## src/uih_consts.svh

```systemverilog
`ifndef UIH_CONSTS_SVH
`define UIH_CONSTS_SVH

// ****************************************************************
// Command indexes (read code, write code)
// ****************************************************************
`define UIH_CMD_HWCFG_RD 8'h20
`define UIH_CMD_HWCFG_WR 8'hA0
`define UIH_CMD_G2ST_RD 8'h03
`define UIH_CMD_G2ST_WR 8'h83
`define UIH_CMD_G2EN_RD 8'h04
`define UIH_CMD_G2EN_WR 8'h84
`define UIH_CMD_G1ST_RD 8'h24
`define UIH_CMD_G1ST_WR 8'hA4
`define UIH_CMD_G1EN_RD 8'h25
`define UIH_CMD_G1EN_WR 8'hA5
`define UIH_CMD_SOFT_RESET 8'hA9

// ****************************************************************
// Field positions
// ****************************************************************
`define UIH_HWCFG_PIN_EN_BIT 0
`define UIH_HWCFG_TRIG_BIT 1
`define UIH_HWCFG_POL_BIT 2
`define UIH_G2_MASTER_EN_BIT 31
`define UIH_G1_OPREQ_BIT 4

// ****************************************************************
// Reset values
// ****************************************************************
`define UIH_HWCFG_RESET 16'h0000
`define UIH_G2EN_RESET 32'h0000_0000
`define UIH_G1EN_RESET 16'h0000

// ****************************************************************
// Timing
// ****************************************************************
`define UIH_CLK_PERIOD_NS 8
`define UIH_EDGE_PULSE_NS 160
`define UIH_EDGE_PULSE_CYC ((`UIH_EDGE_PULSE_NS + `UIH_CLK_PERIOD_NS - 1) / `UIH_CLK_PERIOD_NS)

`endif

```

## src/uih_pkg.sv

```systemverilog
package uih_pkg;

  typedef enum logic [1:0] {
    UIH_MODE_LEVEL_LOW = 2'b00,
    UIH_MODE_LEVEL_HIGH = 2'b01,
    UIH_MODE_EDGE_LOW = 2'b10,
    UIH_MODE_EDGE_HIGH = 2'b11
  } uih_pin_mode_t;

  typedef enum logic [0:0] {
    UIH_PULSE_IDLE = 1'b0,
    UIH_PULSE_ACTIVE = 1'b1
  } uih_pulse_state_t;

endpackage

```

## src/uih_pin_drive.sv

```systemverilog
`timescale 1ns/1ps
`include "uih_consts.svh"

module uih_pin_drive #(
  parameter int PULSE_CYC = `UIH_EDGE_PULSE_CYC
) (
  input wire logic clk_i,
  input wire logic rst_i,
  input wire logic soft_rst_i,
  input wire logic irq_any_i,
  input wire logic pin_en_i,
  input wire uih_pkg::uih_pin_mode_t mode_i,
  output logic int_o
);

  localparam int CW = $clog2(PULSE_CYC + 1);

  logic latch_r;
  logic latch_q_r;
  logic [CW-1:0] cnt_r;
  uih_pkg::uih_pulse_state_t st_r;
  logic latch_nxt;
  logic rise;
  logic active;
  logic int_nxt;

  // ****************************************************************
  // Latch, transparent only while the pin is enabled
  // ****************************************************************
  assign latch_nxt = pin_en_i ? irq_any_i : latch_r;
  assign rise = latch_r & ~latch_q_r;

  always_ff @(posedge clk_i or posedge rst_i) begin
    if (rst_i) begin
      latch_r <= 1'b0;
      latch_q_r <= 1'b0;
    end else if (soft_rst_i) begin
      latch_r <= 1'b0;
      latch_q_r <= 1'b0;
    end else begin
      latch_r <= latch_nxt;
      latch_q_r <= latch_r;
    end
  end

  // ****************************************************************
  // Fixed length pulse for the edge modes
  // ****************************************************************
  always_ff @(posedge clk_i or posedge rst_i) begin
    if (rst_i) begin
      st_r <= uih_pkg::UIH_PULSE_IDLE;
      cnt_r <= '0;
    end else if (soft_rst_i) begin
      st_r <= uih_pkg::UIH_PULSE_IDLE;
      cnt_r <= '0;
    end else begin
      unique case (st_r)
        uih_pkg::UIH_PULSE_IDLE: begin
          if (rise) begin
            st_r <= uih_pkg::UIH_PULSE_ACTIVE;
            cnt_r <= CW'(PULSE_CYC - 1);
          end
        end
        uih_pkg::UIH_PULSE_ACTIVE: begin
          if (cnt_r == '0) begin
            st_r <= uih_pkg::UIH_PULSE_IDLE;
          end else begin
            cnt_r <= cnt_r - 1'b1;
          end
        end
      endcase
    end
  end

  // ****************************************************************
  // Mode and polarity
  // ****************************************************************
  always_comb begin
    active = 1'b0;
    int_nxt = 1'b1;
    unique case (mode_i)
      uih_pkg::UIH_MODE_LEVEL_LOW: begin
        active = latch_r;
        int_nxt = ~active;
      end
      uih_pkg::UIH_MODE_LEVEL_HIGH: begin
        active = latch_r;
        int_nxt = active;
      end
      uih_pkg::UIH_MODE_EDGE_LOW: begin
        active = (st_r == uih_pkg::UIH_PULSE_ACTIVE);
        int_nxt = ~active;
      end
      uih_pkg::UIH_MODE_EDGE_HIGH: begin
        active = (st_r == uih_pkg::UIH_PULSE_ACTIVE);
        int_nxt = active;
      end
    endcase
  end

  assign int_o = int_nxt;

endmodule

```

## src/uih_irq_top.sv

```systemverilog
`timescale 1ns/1ps
`include "uih_consts.svh"

module uih_irq_top #(
  parameter int G2_EVENTS = 6,
  parameter int G1_EVENTS = 6,
  parameter int PULSE_CYC = `UIH_EDGE_PULSE_CYC
) (
  input wire logic clk_i,
  input wire logic rst_i,
  input wire logic reset_n_i,
  input wire logic cs_n_i,
  input wire logic a0_i,
  input wire logic rd_n_i,
  input wire logic wr_n_i,
  input wire logic [15:0] data_i,
  output logic [15:0] data_o,
  output logic data_oe_o,
  input wire logic [G2_EVENTS-1:0] g2_event_i,
  input wire logic [G1_EVENTS-1:0] g1_event_i,
  output logic int_o
);

  logic wr_n_q_r;
  logic rd_n_q_r;
  logic [7:0] cmd_r;
  logic phase_r;
  logic [15:0] hwcfg_r;
  logic [G2_EVENTS-1:0] g2_st_r;
  logic [31:0] g2_en_r;
  logic [G1_EVENTS-1:0] g1_st_r;
  logic [15:0] g1_en_r;
  logic [15:0] data_r;

  // ****************************************************************
  // Bus phase decode
  // ****************************************************************
  logic wr_edge;
  logic rd_end;
  logic wr_cmd;
  logic wr_data;
  logic rd_data;
  logic soft_rst;
  logic lo;
  logic hi;

  assign wr_edge = ~cs_n_i & ~wr_n_i & wr_n_q_r;
  assign rd_end = ~cs_n_i & rd_n_i & ~rd_n_q_r & ~a0_i;
  assign wr_cmd = wr_edge & a0_i & (data_i[15:8] == 8'h00);
  assign wr_data = wr_edge & ~a0_i;
  assign rd_data = ~cs_n_i & ~rd_n_i & ~a0_i;
  assign soft_rst = wr_cmd & (data_i[7:0] == `UIH_CMD_SOFT_RESET);
  assign lo = ~phase_r;
  assign hi = phase_r;

  // ****************************************************************
  // Register write strobes
  // ****************************************************************
  logic hwcfg_we;
  logic g2st_lo_we;
  logic g2en_lo_we;
  logic g2en_hi_we;
  logic g1st_we;
  logic g1en_we;

  assign hwcfg_we = wr_data & lo & (cmd_r == `UIH_CMD_HWCFG_WR);
  assign g2st_lo_we = wr_data & lo & (cmd_r == `UIH_CMD_G2ST_WR);
  assign g2en_lo_we = wr_data & lo & (cmd_r == `UIH_CMD_G2EN_WR);
  assign g2en_hi_we = wr_data & hi & (cmd_r == `UIH_CMD_G2EN_WR);
  assign g1st_we = wr_data & lo & (cmd_r == `UIH_CMD_G1ST_WR);
  assign g1en_we = wr_data & lo & (cmd_r == `UIH_CMD_G1EN_WR);

  // ****************************************************************
  // Interrupt aggregation
  // ****************************************************************
  logic [G2_EVENTS-1:0] g2_clr;
  logic [G1_EVENTS-1:0] g1_clr;
  logic [G1_EVENTS-1:0] g1_set;
  logic g2_any;
  logic op_req;
  logic g1_any;
  logic [G2_EVENTS-1:0] g2_st_nxt;
  logic [G1_EVENTS-1:0] g1_st_nxt;

  assign g2_clr = g2st_lo_we ? data_i[G2_EVENTS-1:0] : '0;
  assign g1_clr = g1st_we ? data_i[G1_EVENTS-1:0] : '0;
  assign g2_any = |(g2_st_r & g2_en_r[G2_EVENTS-1:0]);
  assign op_req = g2_any & g2_en_r[`UIH_G2_MASTER_EN_BIT];
  assign g1_set = g1_event_i | (G1_EVENTS'(op_req) << `UIH_G1_OPREQ_BIT);
  assign g2_st_nxt = (g2_st_r & ~g2_clr) | g2_event_i;
  assign g1_st_nxt = (g1_st_r & ~g1_clr) | g1_set;
  assign g1_any = |(g1_st_r & g1_en_r[G1_EVENTS-1:0]);

  // ****************************************************************
  // Read data select
  // ****************************************************************
  logic [31:0] rd_word;
  logic [15:0] rd_half;

  always_comb begin
    rd_word = 32'h0000_0000;
    unique case (cmd_r)
      `UIH_CMD_HWCFG_RD: rd_word = {16'h0000, hwcfg_r};
      `UIH_CMD_G2ST_RD: rd_word = 32'(g2_st_r);
      `UIH_CMD_G2EN_RD: rd_word = g2_en_r;
      `UIH_CMD_G1ST_RD: rd_word = 32'(g1_st_r);
      `UIH_CMD_G1EN_RD: rd_word = {16'h0000, g1_en_r};
      default: rd_word = 32'h0000_0000;
    endcase
  end

  assign rd_half = phase_r ? rd_word[31:16] : rd_word[15:0];

  // ****************************************************************
  // Command and phase tracking
  // ****************************************************************
  logic full_rst;

  assign full_rst = rst_i | ~reset_n_i;

  always_ff @(posedge clk_i or posedge full_rst) begin
    if (full_rst) begin
      wr_n_q_r <= 1'b1;
      rd_n_q_r <= 1'b1;
      cmd_r <= 8'h00;
      phase_r <= 1'b0;
      data_r <= 16'h0000;
    end else begin
      wr_n_q_r <= wr_n_i | cs_n_i;
      rd_n_q_r <= rd_n_i | cs_n_i;
      data_r <= rd_half;
      if (wr_cmd) begin
        cmd_r <= data_i[7:0];
        phase_r <= 1'b0;
      end else if (wr_data | rd_end) begin
        phase_r <= ~phase_r;
      end
    end
  end

  // ****************************************************************
  // Control and interrupt registers
  // ****************************************************************
  always_ff @(posedge clk_i or posedge full_rst) begin
    if (full_rst) begin
      hwcfg_r <= `UIH_HWCFG_RESET;
      g2_st_r <= '0;
      g2_en_r <= `UIH_G2EN_RESET;
      g1_st_r <= '0;
      g1_en_r <= `UIH_G1EN_RESET;
    end else if (soft_rst) begin
      hwcfg_r <= `UIH_HWCFG_RESET;
      g2_st_r <= '0;
      g2_en_r <= `UIH_G2EN_RESET;
      g1_st_r <= '0;
      g1_en_r <= `UIH_G1EN_RESET;
    end else begin
      g2_st_r <= g2_st_nxt;
      g1_st_r <= g1_st_nxt;
      if (hwcfg_we) begin
        hwcfg_r <= data_i;
      end
      if (g2en_lo_we) begin
        g2_en_r[15:0] <= data_i;
      end
      if (g2en_hi_we) begin
        g2_en_r[31:16] <= data_i;
      end
      if (g1en_we) begin
        g1_en_r <= data_i;
      end
    end
  end

  // ****************************************************************
  // Interrupt pin
  // ****************************************************************
  uih_pkg::uih_pin_mode_t pin_mode;

  assign pin_mode = uih_pkg::uih_pin_mode_t'({hwcfg_r[`UIH_HWCFG_TRIG_BIT], hwcfg_r[`UIH_HWCFG_POL_BIT]});

  uih_pin_drive #(
    .PULSE_CYC(PULSE_CYC)
  ) u_pin (
    .clk_i(clk_i),
    .rst_i(full_rst),
    .soft_rst_i(soft_rst),
    .irq_any_i(g1_any),
    .pin_en_i(hwcfg_r[`UIH_HWCFG_PIN_EN_BIT]),
    .mode_i(pin_mode),
    .int_o(int_o)
  );

  assign data_o = data_r;
  assign data_oe_o = rd_data;

endmodule

```

## config.mk

```make
export PLATFORM = sky130hd
export DESIGN_NAME = uih_irq_top
export DESIGN_NICKNAME = d
export VERILOG_FILES = /design/src/uih_pkg.sv /design/src/uih_pin_drive.sv /design/src/uih_irq_top.sv
export VERILOG_INCLUDE_DIRS = /design/src
export SDC_FILE = /design/constraint.sdc
export NUM_CORES = 1
export LEC_CHECK = 0
export ABC_AREA = 0
export BUFFER_PORTS_ARGS = -buffer_cell sky130_fd_sc_hd__buf_2
export CORE_UTILIZATION = 53
export DETAILED_ROUTE_END_ITERATION = 6
export PLACE_DENSITY = 0.75
export SKIP_LAST_GASP = 1
export SYNTH_ARGS = -nofsm -noshare
export SYNTH_HDL_FRONTEND = slang
export SYNTH_SLANG_ARGS = --single-unit
```

## constraint.sdc

```tcl
create_clock -name clk_i -period 7.23 [get_ports clk_i]
set_input_delay 0.723 -clock clk_i [delete_from_list [all_inputs] [get_ports clk_i]]
set_output_delay 0.723 -clock clk_i [all_outputs]
set_load 0.02 [all_outputs]
```

Yosys cells after proc, flatten, opt, wreduce, memory -nomap -nowiden. Index checks and enable logic that the tools add are counted.

$add $sub $neg: 1. Equality and inequality tests: 16. Multiplexer cells: 27. Bitwise logic cells: 44. Reductions and logical operators: 12.

Operator list (number): case mux 32 bit (5 select lines) (1); 2-to-1 mux 16 bit (7); == test 8 bit, second input constant (6); 2-to-1 mux 32 bit (1); bitwise AND 6 bit (4); == test 8 x 6 -> 1 bit, second input constant (3); 2-to-1 mux 6 bit (4); bitwise AND 1 bit (21); 2-to-1 mux 5 bit (3); NOT 6 bit (2); OR 6 bit (2); nonzero test 2 bit (6); OR reduction 6 bit (2); NOT 1 bit (10); case mux 5 bit (2 select lines) (1); == test 8 x 2 -> 1 bit, second input constant (1); == test 8 x 3 -> 1 bit, second input constant (1); logical NOT 8 bit (1); 2-to-1 mux 1 bit (8); OR 6 x 5 -> 6 bit (1); logical NOT 5 bit (1); subtractor 5 x 1 -> 5 bit, second input constant (1); == test 2 bit, second input constant (2); OR 1 bit (4); 7 further kinds (7).

Register bits: 111. Bits of input ports: 35. Output and inout bits: 18. Word-level logic and storage cells: 115.

Depth between registers and ports, before layout. Gate-level depths: netlist of run 1.

Depth after elaboration: 11. Gate-level depth with buffers: 7. Depth with buffers taken out: 6.

Cells and area by module. From an unflattened synthesis of run 1, not the netlist that was laid out.

Cells, all modules: 533. Area total of the unflattened synthesis: 5292.6 µm².

By module, submodules not included: uih_irq_top (times used 1, cells an instance 492, area an instance 4858.4 µm², seq. area each 2580.0 µm²); uih_pin_drive (times used 1, cells an instance 41, area an instance 434.2 µm², seq. area each 200.2 µm²).

Worst setup path after synthesis of run 1. No wires, ideal clock.

Path type: input to output. Start point: input cs_n_i. End point: output data_oe_o. Arrival: 1.303 ns. Data required time: 6.507 ns. Slack: 5.204 ns. Stages: 2. Buffers on the path: 0. Path through: or2_2 -> nor2_1.

Word-level cells in the longest chain between the ends: 3.

Ends and longest elaborated chain: start: declaration (RTL line uih_irq_top.sv:12) `input wire logic cs_n_i,`; NOT 1 bit (RTL line uih_irq_top.sv:51) `assign rd_data = ~cs_n_i & ~rd_n_i & ~a0_i;`; bitwise AND 1 bit (2 in a row) (RTL line uih_irq_top.sv:51); end: declaration (RTL line uih_irq_top.sv:18) `output logic data_oe_o,`.

No other way between the ends.

Worst setup path after layout of run 1.
Start point: register phase_r, in the netlist hi. End point: register g1_en_r[7].

Word-level cells in the longest chain between the ends: 4.

Ends and longest elaborated chain: start: declaration (RTL line uih_irq_top.sv:27) `logic phase_r;`; start signal: assignment (RTL line uih_irq_top.sv:136) `phase_r <= ~phase_r;`; NOT 1 bit (RTL line uih_irq_top.sv:53) `assign lo = ~phase_r;`; bitwise AND 1 bit (2 in a row) (RTL line uih_irq_top.sv:71) `` assign g1en_we = wr_data & lo & (cmd_r == `UIH_CMD_G1EN_WR); ``; nonzero test 2 bit (no line); end signal: assignment (RTL line uih_irq_top.sv:150) `` g1_en_r <= `UIH_G1EN_RESET; ``; end signal: assignment (RTL line uih_irq_top.sv:156) `` g1_en_r <= `UIH_G1EN_RESET; ``; end signal: assignment (RTL line uih_irq_top.sv:170) `g1_en_r <= data_i;`; end: declaration (RTL line uih_irq_top.sv:32) `logic [15:0] g1_en_r;`.

No other way between the ends. A chain may end at the register's enable or synchronous reset.

==> flow_summary.yaml, run 1 <==
status:
  status: "finished, final reports clean"
clock_tree:
  clkLatencyLatePin_ns: 0.38
  cts_setup_buffers: 0
  cts_max_path_buffers: 2
  cts_max_level: 3
  ctsResizeCount: 0
  cts_root_buf: "clkbuf_8"
  path_clk_slew_ns: 0.11
  holdBufCountCts: 0
  cts_buffers: 9
  cts_tree: "done"
  clock_sinks: 111
routing:
  routedWlPerCell_um: 20.48
  drtIter0Drc: 262
  vias_per_cell: 6.319
  drt_pass1_iterations: 5
  drc: 0
  ant_nets: 0
  wl_um: 13780
  vias: 4253
setup_path:
  r2r-end: "g1_en_r[7]$_DFFE_PP0P_"
  critPathKind: "reg2reg"
  worstPathArrival_ns: 3.12
  startpoint: "hi$_DFFE_PP0P_"
  timing.rr.start: "hi$_DFFE_PP0P_"
  crit_required_ns: 7.47
  startpoint_type: "flip-flop"
  critPathCapture: "g1_en_r[7]$_DFFE_PP0P_"
  critical_path.endpoint_type: "flip-flop"
  worstRegToRegCells: 4
  crit_path_max_fanout: 21
  r2r_slack_ns: 4.35
floorplanning:
  dieHeight_um: 102.4
  start_util_pct: 54.62
  io_pins: 53
  dieArea_um2: 10480
  num_rows: 36
  core_um2: 9774
  die_w_um: 102.4
global_routing:
  grt_overflow_total: 0
  grt_max_degree: 58
  grt_pass1_wl_um: 21930
  grtUsageTotal_pct: 28.28
  grt_pass1_vias: 4097
  antenna_found_initial: 0
synth:
  yosysWarningCount: 0
  postSynthCellCount: 503
  synth_cell_types: 56
  synth-edff-count: 0
  synth_top_area_share_pct: 51.09
  async_flop_share_pct: 100.0
  avgSynthCellArea_um2: 10.61
  synth-main-ff-cell: "dfrtp_1"
  yosysSeqAreaShare_pct: 52.07
  synth_top_cell_by_area: "dfrtp_1"
  synth-seq-cells: 111
  syn_area_um2: 5339
  ys_top_cells_by_area: "dfrtp_1 (51%), o2bb2ai_1 (6.1%), mux2i_1 (5.2%)"
  syn_nets: 539
sta:
  timing.final.hold_violations: 0
  tns_ns: 0
  hold_ws_ns: 0.5309
  setup_viol: 0
  slew_headroom_pct: 33.84
  rsz0062_at_grt: "false"
  max_freq_mhz: 347.2
  period_minus_slack_ns: 2.881
  worst-slew-pin-transition_ns: 0.9925
  period_share_pct: 39.84
  clock_skew_ns: 0.02241
  slew_violations: 0
finish:
  fin_area_um2: 5811
  final_nets: 571
  num-fill-cells: 859
  diodes: 0
  area.growth.synth_to_final_pct: 8.835
  drive_above_1_share_pct: 18.33
power:
  swShare_pct: 27.82
  p_leak_uw: 0.002543
  internal_power_uw: 838.0
  switchingPower_uw: 323.0
  p_comb_share_pct: 11.1
  ir_worst_vdd_uv: 91.60
  total_power_uw: 1161
  p_seq_share_pct: 58.4
  power_density_nw_per_um2: 199.8
  clock_power_share_pct: 30.5
placed_design:
  place_area_um2: 5625
  hpwlAfterDp_um: 9066
  portBuffers: 52
  routabilityCongestion: 0.9275
worst_hold_path:
  hp-class: "reg2reg"
job:
  drv_cap: 0
## layout make-up
type                    count  area [µm²]  area share [%]
flip-flops and latches    111        2780           47.85
multi-input cells         346        2344           40.33
repair buffers             57       297.8           5.125
well taps                 133       166.4           2.864
clock buffers              12       155.1           2.670
inverters                  10       37.54          0.6460
clock inverters             4       30.03          0.5168
## routing by layer
layer  global-route usage (%)  up-vias  wire length, µm
li1                         -     1918                -
met1                    40.81     2110             6156
met2                    42.28      192             6363
met3                    4.309       33              862
met4                    12.97        0              397
met5                        0        -                0
## flip-flops by register name, summed over array words and instances, names as in the netlist
name             count
wr_n_q_r             1
g2_en_r             32
u_pin.cnt_r          5
cmd_r                8
u_pin.latch_r        1
data_o              16
u_pin.latch_q_r      1
g2_st_r              6
u_pin.st_r           1
hi                   1
hwcfg_r             16
rd_n_q_r             1
g1_en_r             16
g1_st_r              6
## logic make-up after synthesis
family,Yosys count,share of synthesized area (%)
xor+xnor,2,0.3282
flops,111,52.07
compound gates,156,20.01
buf+inv,46,4.312
simple gates,151,16.10
mux,36,6.937
fa+ha+maj,1,0.2343
## cells in the mapped netlist, drive strengths merged (6+ instances only)
cell type  count
dfrtp        109
o21ai         47
nand2         42
o2bb2ai       37
nor2          33
mux2i         28
buf           22
a22oi         15
a21oi         14
clkbuf        14
nand3         14
o22ai         13
and2          10
inv           10
mux2           8
nor3b          7
a21boi         6
a311oi         6
nor3           6
## worst max-delay path, stage by stage (launching register included)
cell and delay (ns):
dfrtp_1 0.77, nor4b_2 0.65, nand4_1 0.85, mux2i_1 0.40
nor2_1 0.06
## placed cells by master (no fill, tap or decap), types with 3 or more instances in the layout
| cell type | instances |
|---|---|
| nand2b_1 | 4 |
| mux2i_1 | 28 |
| o2bb2ai_1 | 37 |
| a21oi_1 | 14 |
| a211oi_1 | 3 |
| clkbuf_8 | 11 |
| buf_2 | 52 |
| a22oi_1 | 15 |
| nand4_1 | 3 |
| a311oi_1 | 6 |
| nor4bb_1 | 3 |
| o21ai_1 | 20 |
| buf_4 | 5 |
| nor2_1 | 29 |
| nor3_1 | 6 |
| mux2_2 | 8 |
| nor2_4 | 3 |
| inv_1 | 10 |
| nor3b_1 | 7 |
| or2_2 | 3 |
| and3_1 | 5 |
| o21ai_0 | 27 |
| a221oi_1 | 4 |
| nand3_1 | 14 |
| clkinvlp_4 | 4 |
| nand2_1 | 42 |
| a311o_1 | 3 |
| dfrtp_1 | 109 |
| and2_1 | 10 |
| a21boi_0 | 6 |
| o22ai_1 | 13 |
| o21a_1 | 5 |
## metrics by stage
step	worst slack, ns	util [%]	std cells
final	4.349	59.45	673
after global routing	4.210	59.45	673
after CTS	4.364	59.45	673
after detailed placement	4.150	57.55	657
after global placement	4.188	57.55	657
after floorplan	2.611	-	503
## worst min-delay path by stage
stage	depth (start not counted)	slack [ns]	from	to
6_report	2	0.53	hwcfg_r[8]$_DFFE_PP0P_	hwcfg_r[8]$_DFFE_PP0P_
4_1_cts	2	0.54	g1_en_r[9]$_DFFE_PP0P_	g1_en_r[9]$_DFFE_PP0P_
5_1_grt	1	0.55	u_pin.cnt_r[0]$_DFFE_PP0P_	u_pin.cnt_r[0]$_DFFE_PP0P_
2_1_floorplan	1	0.47	u_pin.cnt_r[0]$_DFFE_PP0P_	u_pin.cnt_r[0]$_DFFE_PP0P_
3_3_place_gp	1	0.50	u_pin.cnt_r[0]$_DFFE_PP0P_	u_pin.cnt_r[0]$_DFFE_PP0P_
3_5_place_dp	2	0.51	g2_en_r[23]$_DFFE_PP0P_	g2_en_r[23]$_DFFE_PP0P_
## power groups by stage
stage                     Combinational (µW)  Sequential, µW  Clock [µW]
final                                    129             678         354
after global routing                     144             681         380
after CTS                                129             678         357
after detailed placement                 128             691           0
after global placement                   122             688           0
after floorplan                          109             661           0
Power figures use the tool's default switching activity.
==> run 2: changes to the inputs <==
ABC_AREA = 1   (was 0)
clock period = 2.6 ns   (was 7.23 ns; I/O delays follow)
==> run 2 against run 1 <==
Cell count rose by 27%. Die area up 0.69%. Flip-flop and latch count stayed put. Synthesized cell count is 35% higher. Clock-buffer cell count fell by 1. Clock skew is 0.015 ns lower. Critical endpoint is now hwcfg_r[14]$_DFFE_PP0P_.
==> flow_summary.yaml, run 2 <==
clock_tree:
  cts_tree: "done"
  cts_buffers: 9
  cts_max_level: 3
  holdBufCountCts: 0
  ctsResizeCount: 0
  path_clk_slew_ns: 0.10
  clock_sinks: 111
  cts_setup_buffers: 0
  cts_root_buf: "clkbuf_8"
  clkLatencyLatePin_ns: 0.38
  cts_max_path_buffers: 2
placed_design:
  place_ws_ns: 0.6351
  routabilityCongestion: 0.8460
  portBuffers: 52
  place_area_um2: 5731
  dp.cells: 839
  hpwlAfterDp_um: 8994
setup_path:
  crit_required_ns: 2.89
  cp_slowest_cell: "dfstp_2"
  critical_path.endpoint_type: "flip-flop"
  cp_slowest_stage_delay_ns: 0.55
  crit_path_max_fanout: 16
  r2r_slack_ns: 0.68
  startpoint_type: "flip-flop"
  path_cells: "nand3_2 -> nor2_4 -> inv_1 -> nor2_1 -> nand2_1 -> o21ai_0"
  worstPathArrival_ns: 2.21
  critPathKind: "reg2reg"
finish:
  most-common-layout-cells: "nand3_1 (174), nand2_1 (163), dfrtp_1 (109), inv_1 (57), buf_2 (52)"
  largest_reg_flops: 32
  num-fill-cells: 929
  top_register: "g2_en_r"
  diodes: 0
  layout.cells.non_filler: 855
  area.growth.synth_to_final_pct: 10.89
  drive_above_1_share_pct: 13.30
  fin_area_um2: 5962
  final_nets: 753
  regArea_um2: 2780
  mostFrequentLayoutCell: "nand3_1"
  multi_input_area_um2: 2210
  final_util_pct: 60.72
synth:
  syn_nets: 715
  synth.most_common_cell: "nand3_1"
  synthTopCellsByCount: "nand3_1 (174), nand2_1 (163), dfrtp_1 (109), inv_1 (57), o21ai_0 (51)"
  yosysWarningCount: 0
  syn_area_um2: 5376
  postSynthCellCount: 679
  synth-main-ff-cell: "dfrtp_1"
  synth_cell_types: 25
  ys_top_cells_by_area: "dfrtp_1 (51%), nand3_1 (16%), nand2_1 (11%)"
  synth-seq-cells: 111
  synth-edff-count: 0
  synth_top_cell_by_area: "dfrtp_1"
  async_flop_share_pct: 100.0
  synth_top_area_share_pct: 50.73
  yosysSeqAreaShare_pct: 51.71
  avgSynthCellArea_um2: 7.918
sta:
  tns_ns: 0
  setup_viol: 0
  timing.final.hold_violations: 0
  slew_headroom_pct: 49.86
  slew_violations: 0
  period_share_pct: 73.95
  clock_skew_ns: 0.007865
  period_minus_slack_ns: 1.923
  setup_slack_ns: 0.6772
  rsz0062_at_grt: "false"
  max_freq_mhz: 520.1
  worst-slew-pin-transition_ns: 0.7466
global_routing:
  grt_pass1_wl_um: 22910
  grt_pass1_vias: 4588
  grt_overflow_total: 0
  grtUsageTotal_pct: 29.07
  antenna_found_initial: 0
  grt_max_degree: 112
job:
  drv_cap: 0
worst_hold_path:
  hp-class: "in2async"
floorplanning:
  dieArea_um2: 10550
  dieHeight_um: 102.7
  num_rows: 36
  start_util_pct: 54.75
  io_pins: 53
  die_w_um: 102.7
  core_um2: 9819
routing:
  drtIter0Drc: 424
  m1WireLength_um: 5932
  drt_pass1_iterations: 5
  wl_met3_um: 1173
  maxUsedRoutingLayer: "met4"
  met2_length_um: 6163
  drc: 0
  vias_per_cell: 5.622
  routedWlPerCell_um: 16.08
  vias: 4807
  ant_nets: 0
  wl_um: 13750
status:
  status: "finished, final reports clean"
power:
  p_leak_uw: 0.003171
  power_density_nw_per_um2: 530.5
  ir_worst_vdd_uv: 395.4
[run 2: changes by cell type after synthesis, sizes merged, moves of 9 or more]
cell     before  now
and2         10    1
nor2         33   46
a22oi        15    0
o21ai        47   56
inv          10   57
mux2i        28    0
o22ai        13    1
o2bb2ai      37    0
nand2        42  163
nand3        14  178
[run 2: layout make-up]
class                           instances  share of cell area (%)
Multi-Input combinational cell        476                   37.06
Inverter                               57                   3.589
Timing Repair Buffer                   62                   6.044
Clock inverter                          5                   1.343
Tap cell                              133                   2.791
Clock buffer                           11                   2.539
Sequential cell                       111                   46.63
[run 2: report_power, final]
group	internal, µW	switching, µW	leakage (µW)
registers	1730	22.0	0.00148
logic	61.9	160	0.00158
clock network	594	591	0.000112
[run 2: worst max-delay path, delay by kind of cell (launching register included)]
family,cells,cell delay [ns]
AOI/OAI and AO/OA,1,0.32
buffers and inverters,1,0.07
DFF,1,0.55
and+or+nand+nor,4,0.88
[run 2: layer usage]
metal	global-route usage [%]	vias up
li1	-	2303
met1	41.20	2249
met2	42.62	219
met3	4.678	36
met4	16.48	0
met5	0	-
[run 2: worst paths after layout]
check                                             start                      end  cells past startpoint
worst min-delay path                          reset_n_i     data_o[14]$_DFF_PP0_                      4
worst max register to register       wr_n_q_r$_DFF_PP1_  hwcfg_r[14]$_DFFE_PP0P_                      6
max in group asynchronous                         rst_i   g1_en_r[1]$_DFFE_PP0P_                      3
worst max-delay path                 wr_n_q_r$_DFF_PP1_  hwcfg_r[14]$_DFFE_PP0P_                      6
worst min register to register  g2_en_r[27]$_DFFE_PP0P_     data_o[11]$_DFF_PP0_                      2
min in group clk_i                               wr_n_i       wr_n_q_r$_DFF_PP1_                      3
[run 2: metrics by stage]
| step | total power, µW | hold WS, ns |
|---|---|---|
| after floorplan | 1913 | 0.3581 |
| after global placement | 2007 | 0.4559 |
| after detailed placement | 2010 | 0.4599 |
| after CTS | 3180 | 0.06940 |
| after global routing | 3270 | 0.08716 |
| final | 3163 | 0.05021 |
[run 2: cell families (layout without fill, tap and decap cells)]
| family | after synthesis | in the layout | share of synthesized area, % |
|---|---|---|---|
| flops | 111 | 111 | 51.71 |
| xor+xnor | 1 | 1 | 0.1629 |
| fa+ha+maj | 1 | 1 | 0.2327 |
| compound gates | 75 | 75 | 7.005 |
| simple gates | 399 | 399 | 33.51 |
| buf+inv | 92 | 135 | 7.377 |
==> run 3: changes to the inputs <==
CORE_UTILIZATION = 54   (was 53)
PLACE_DENSITY = 0.73   (was 0.75)
clock period = 1.9 ns   (was 2.6 ns; I/O delays follow)
==> run 3 against run 2 <==
Routed wire length grew 3.8%. Clock skew grew 0.0045 ns. Non-clock buffer count grew 19. Via count grew 1.7%. Global-route usage grew 1.3 points. Clock-buffer cell count shrank 2. Clock power grew 32%. Core utilization grew 2.3 points. Cell count grew 2.1%. Register-to-register slack lost 0.56 ns. Power grew 36%. Largest cell class unchanged.
==> flow_summary.yaml, run 3 (same netlist as run 2, synthesis figures left out) <==
status:
  status: "finished, final reports clean"
routing:
  met2_length_um: 6496
  maxUsedRoutingLayer: "met4"
  drt_pass1_iterations: 5
  wl_um: 14270
  m1WireLength_um: 6385
  ant_nets: 0
  drc: 0
  wl_met3_um: 1138
  vias: 4889
  vias_per_cell: 5.600
  drtIter0Drc: 433
  routedWlPerCell_um: 16.35
power:
  ir_worst_vdd_uv: 502.8
  p_leak_uw: 0.003259
  power_density_nw_per_um2: 699.7
placed_design:
  portBuffers: 52
  hpwlAfterDp_um: 9743
  place_ws_ns: 0.1213
  routabilityCongestion: 0.9845
sta:
  period_minus_slack_ns: 1.828
  max_freq_mhz: 547.0
  clock_skew_ns: 0.01240
  worst-slew-pin-transition_ns: 0.5140
  setup_slack_ns: 0.07175
  period_share_pct: 96.22
  slew_violations: 0
  rsz0062_at_grt: "true"
  slew_headroom_pct: 65.65
  setup_viol: 0
  timing.final.hold_violations: 0
finish:
  drive_above_1_share_pct: 15.27
  diodes: 0
  most-common-layout-cells: "nand3_1 (174), nand2_1 (163), dfrtp_1 (109), inv_1 (56), buf_2 (52)"
  final_nets: 772
  top_register: "g2_en_r"
  area.growth.synth_to_final_pct: 13.96
  mostFrequentLayoutCell: "nand3_1"
  num-fill-cells: 866
  final_util_pct: 62.98
  largest_reg_flops: 32
setup_path:
  startpoint_type: "input port"
  timing.rr.start: "cmd_r[3]$_DFFE_PP0P_"
  worstRegToRegCells: 6
  r2r-end: "g1_en_r[15]$_DFFE_PP0P_"
  r2r_slack_ns: 0.12
  crit_path_max_fanout: 11
  worstPathArrival_ns: 2.11
  critPathKind: "in2reg"
  crit_required_ns: 2.18
  critical_path.endpoint_type: "flip-flop"
global_routing:
  grtUsageTotal_pct: 30.38
  antenna_found_initial: 0
  grt_max_degree: 87
  grt_pass1_vias: 4676
  grt_overflow_total: 0
  grt_pass1_wl_um: 23530
clock_tree:
  cts_buffers: 9
  path_clk_slew_ns: 0.11
  cts_max_level: 3
  clock_sinks: 111
  cts_root_buf: "clkbuf_8"
  cts_max_path_buffers: 2
  cts_tree: "done"
  clkLatencyLatePin_ns: 0.38
worst_hold_path:
  min_from: "rd_n_i"
  hold_path_depth: 2
  hp-class: "in2reg"
  whs_endpoint: "rd_n_q_r$_DFF_PP1_"
floorplanning:
  start_util_pct: 55.26
  io_pins: 53
  dieHeight_um: 101.8
  num_rows: 36
  dieArea_um2: 10360
  die_w_um: 101.8
  core_um2: 9729
job:
  drv_cap: 0
-- run 3: per-layer routing --
layer	GRT usage, %	up-vias
li1	-	2340
met4	10.59	0
met2	46.78	209
met1	44.14	2312
met3	4.210	28
met5	0	-
-- run 3: worst max path at each step --
| stage | from | end | slack, ns | cells past startpoint |
|---|---|---|---|---|
| finish | wr_n_i | hwcfg_r[9]$_DFFE_PP0P_ | 0.07 | 9 |
| global route | wr_n_i | g1_en_r[15]$_DFFE_PP0P_ | -0.07 | 9 |
| CTS | wr_n_i | hwcfg_r[9]$_DFFE_PP0P_ | 0.06 | 9 |
| detailed placement | data_i[14] | g1_en_r[15]$_DFFE_PP0P_ | 0.12 | 8 |
| global placement | data_i[14] | g1_en_r[1]$_DFFE_PP0P_ | 0.15 | 8 |
| floorplan | reset_n_i | cmd_r[0]$_DFFE_PP0P_ | -0.42 | 2 |
-- run 3: worst max-delay path, cell delays in order --
cell and delay (ns):
dlygate4sd3_1 0.53, buf_2 0.12, nor2_2 0.13, nand3_2 0.13, nor2_4 0.18, inv_1 0.06
nor2_1 0.12, nand2_1 0.33, o21ai_0 0.30
-- run 3: report_power, final --
part	total [µW]	switching, µW	internal, µW	leakage [µW]
Combinational	320	222	98.6	0.00168
Sequential	2410	32.0	2370	0.00148
Clock	1560	813	748	0.000108
Total	4290	1070	3220	0.00326
-- run 3: timing repair --
| item | in CTS | in global routing |
|---|---|---|
| hold endpoints to repair | 30 | 0 |
| setup endpoints to repair | 0 | 76 |
| resized for setup | 0 | 1 |
| setup buffers | 0 | 0 |
| hold buffers | 2 | 0 |
-- run 3: metrics by stage --
step	TNS (ns)	hold slack, ns	std cells	power (µW)	instance area (µm²)
final	0	0.02739	873	4287	6127
after global routing	-0.1740	0.02998	873	4427	6127
after CTS	0	0.01851	873	4317	6120
after detailed placement	0	0.3694	856	2767	5883
after global placement	0	0.3596	856	2762	5883
after floorplan	-46.28	0.2881	679	2619	5396
-- run 3: area by class of cell --
type,instances,area (µm²),area share (%)
multi-input combinational,476,2217,36.19
clock buffer,9,123.9,2.022
inverter,57,226.5,3.696
clock inverter,6,92.59,1.511
sequential,111,2780,45.37
timing repair buffer,81,520.5,8.495
tap,133,166.4,2.716
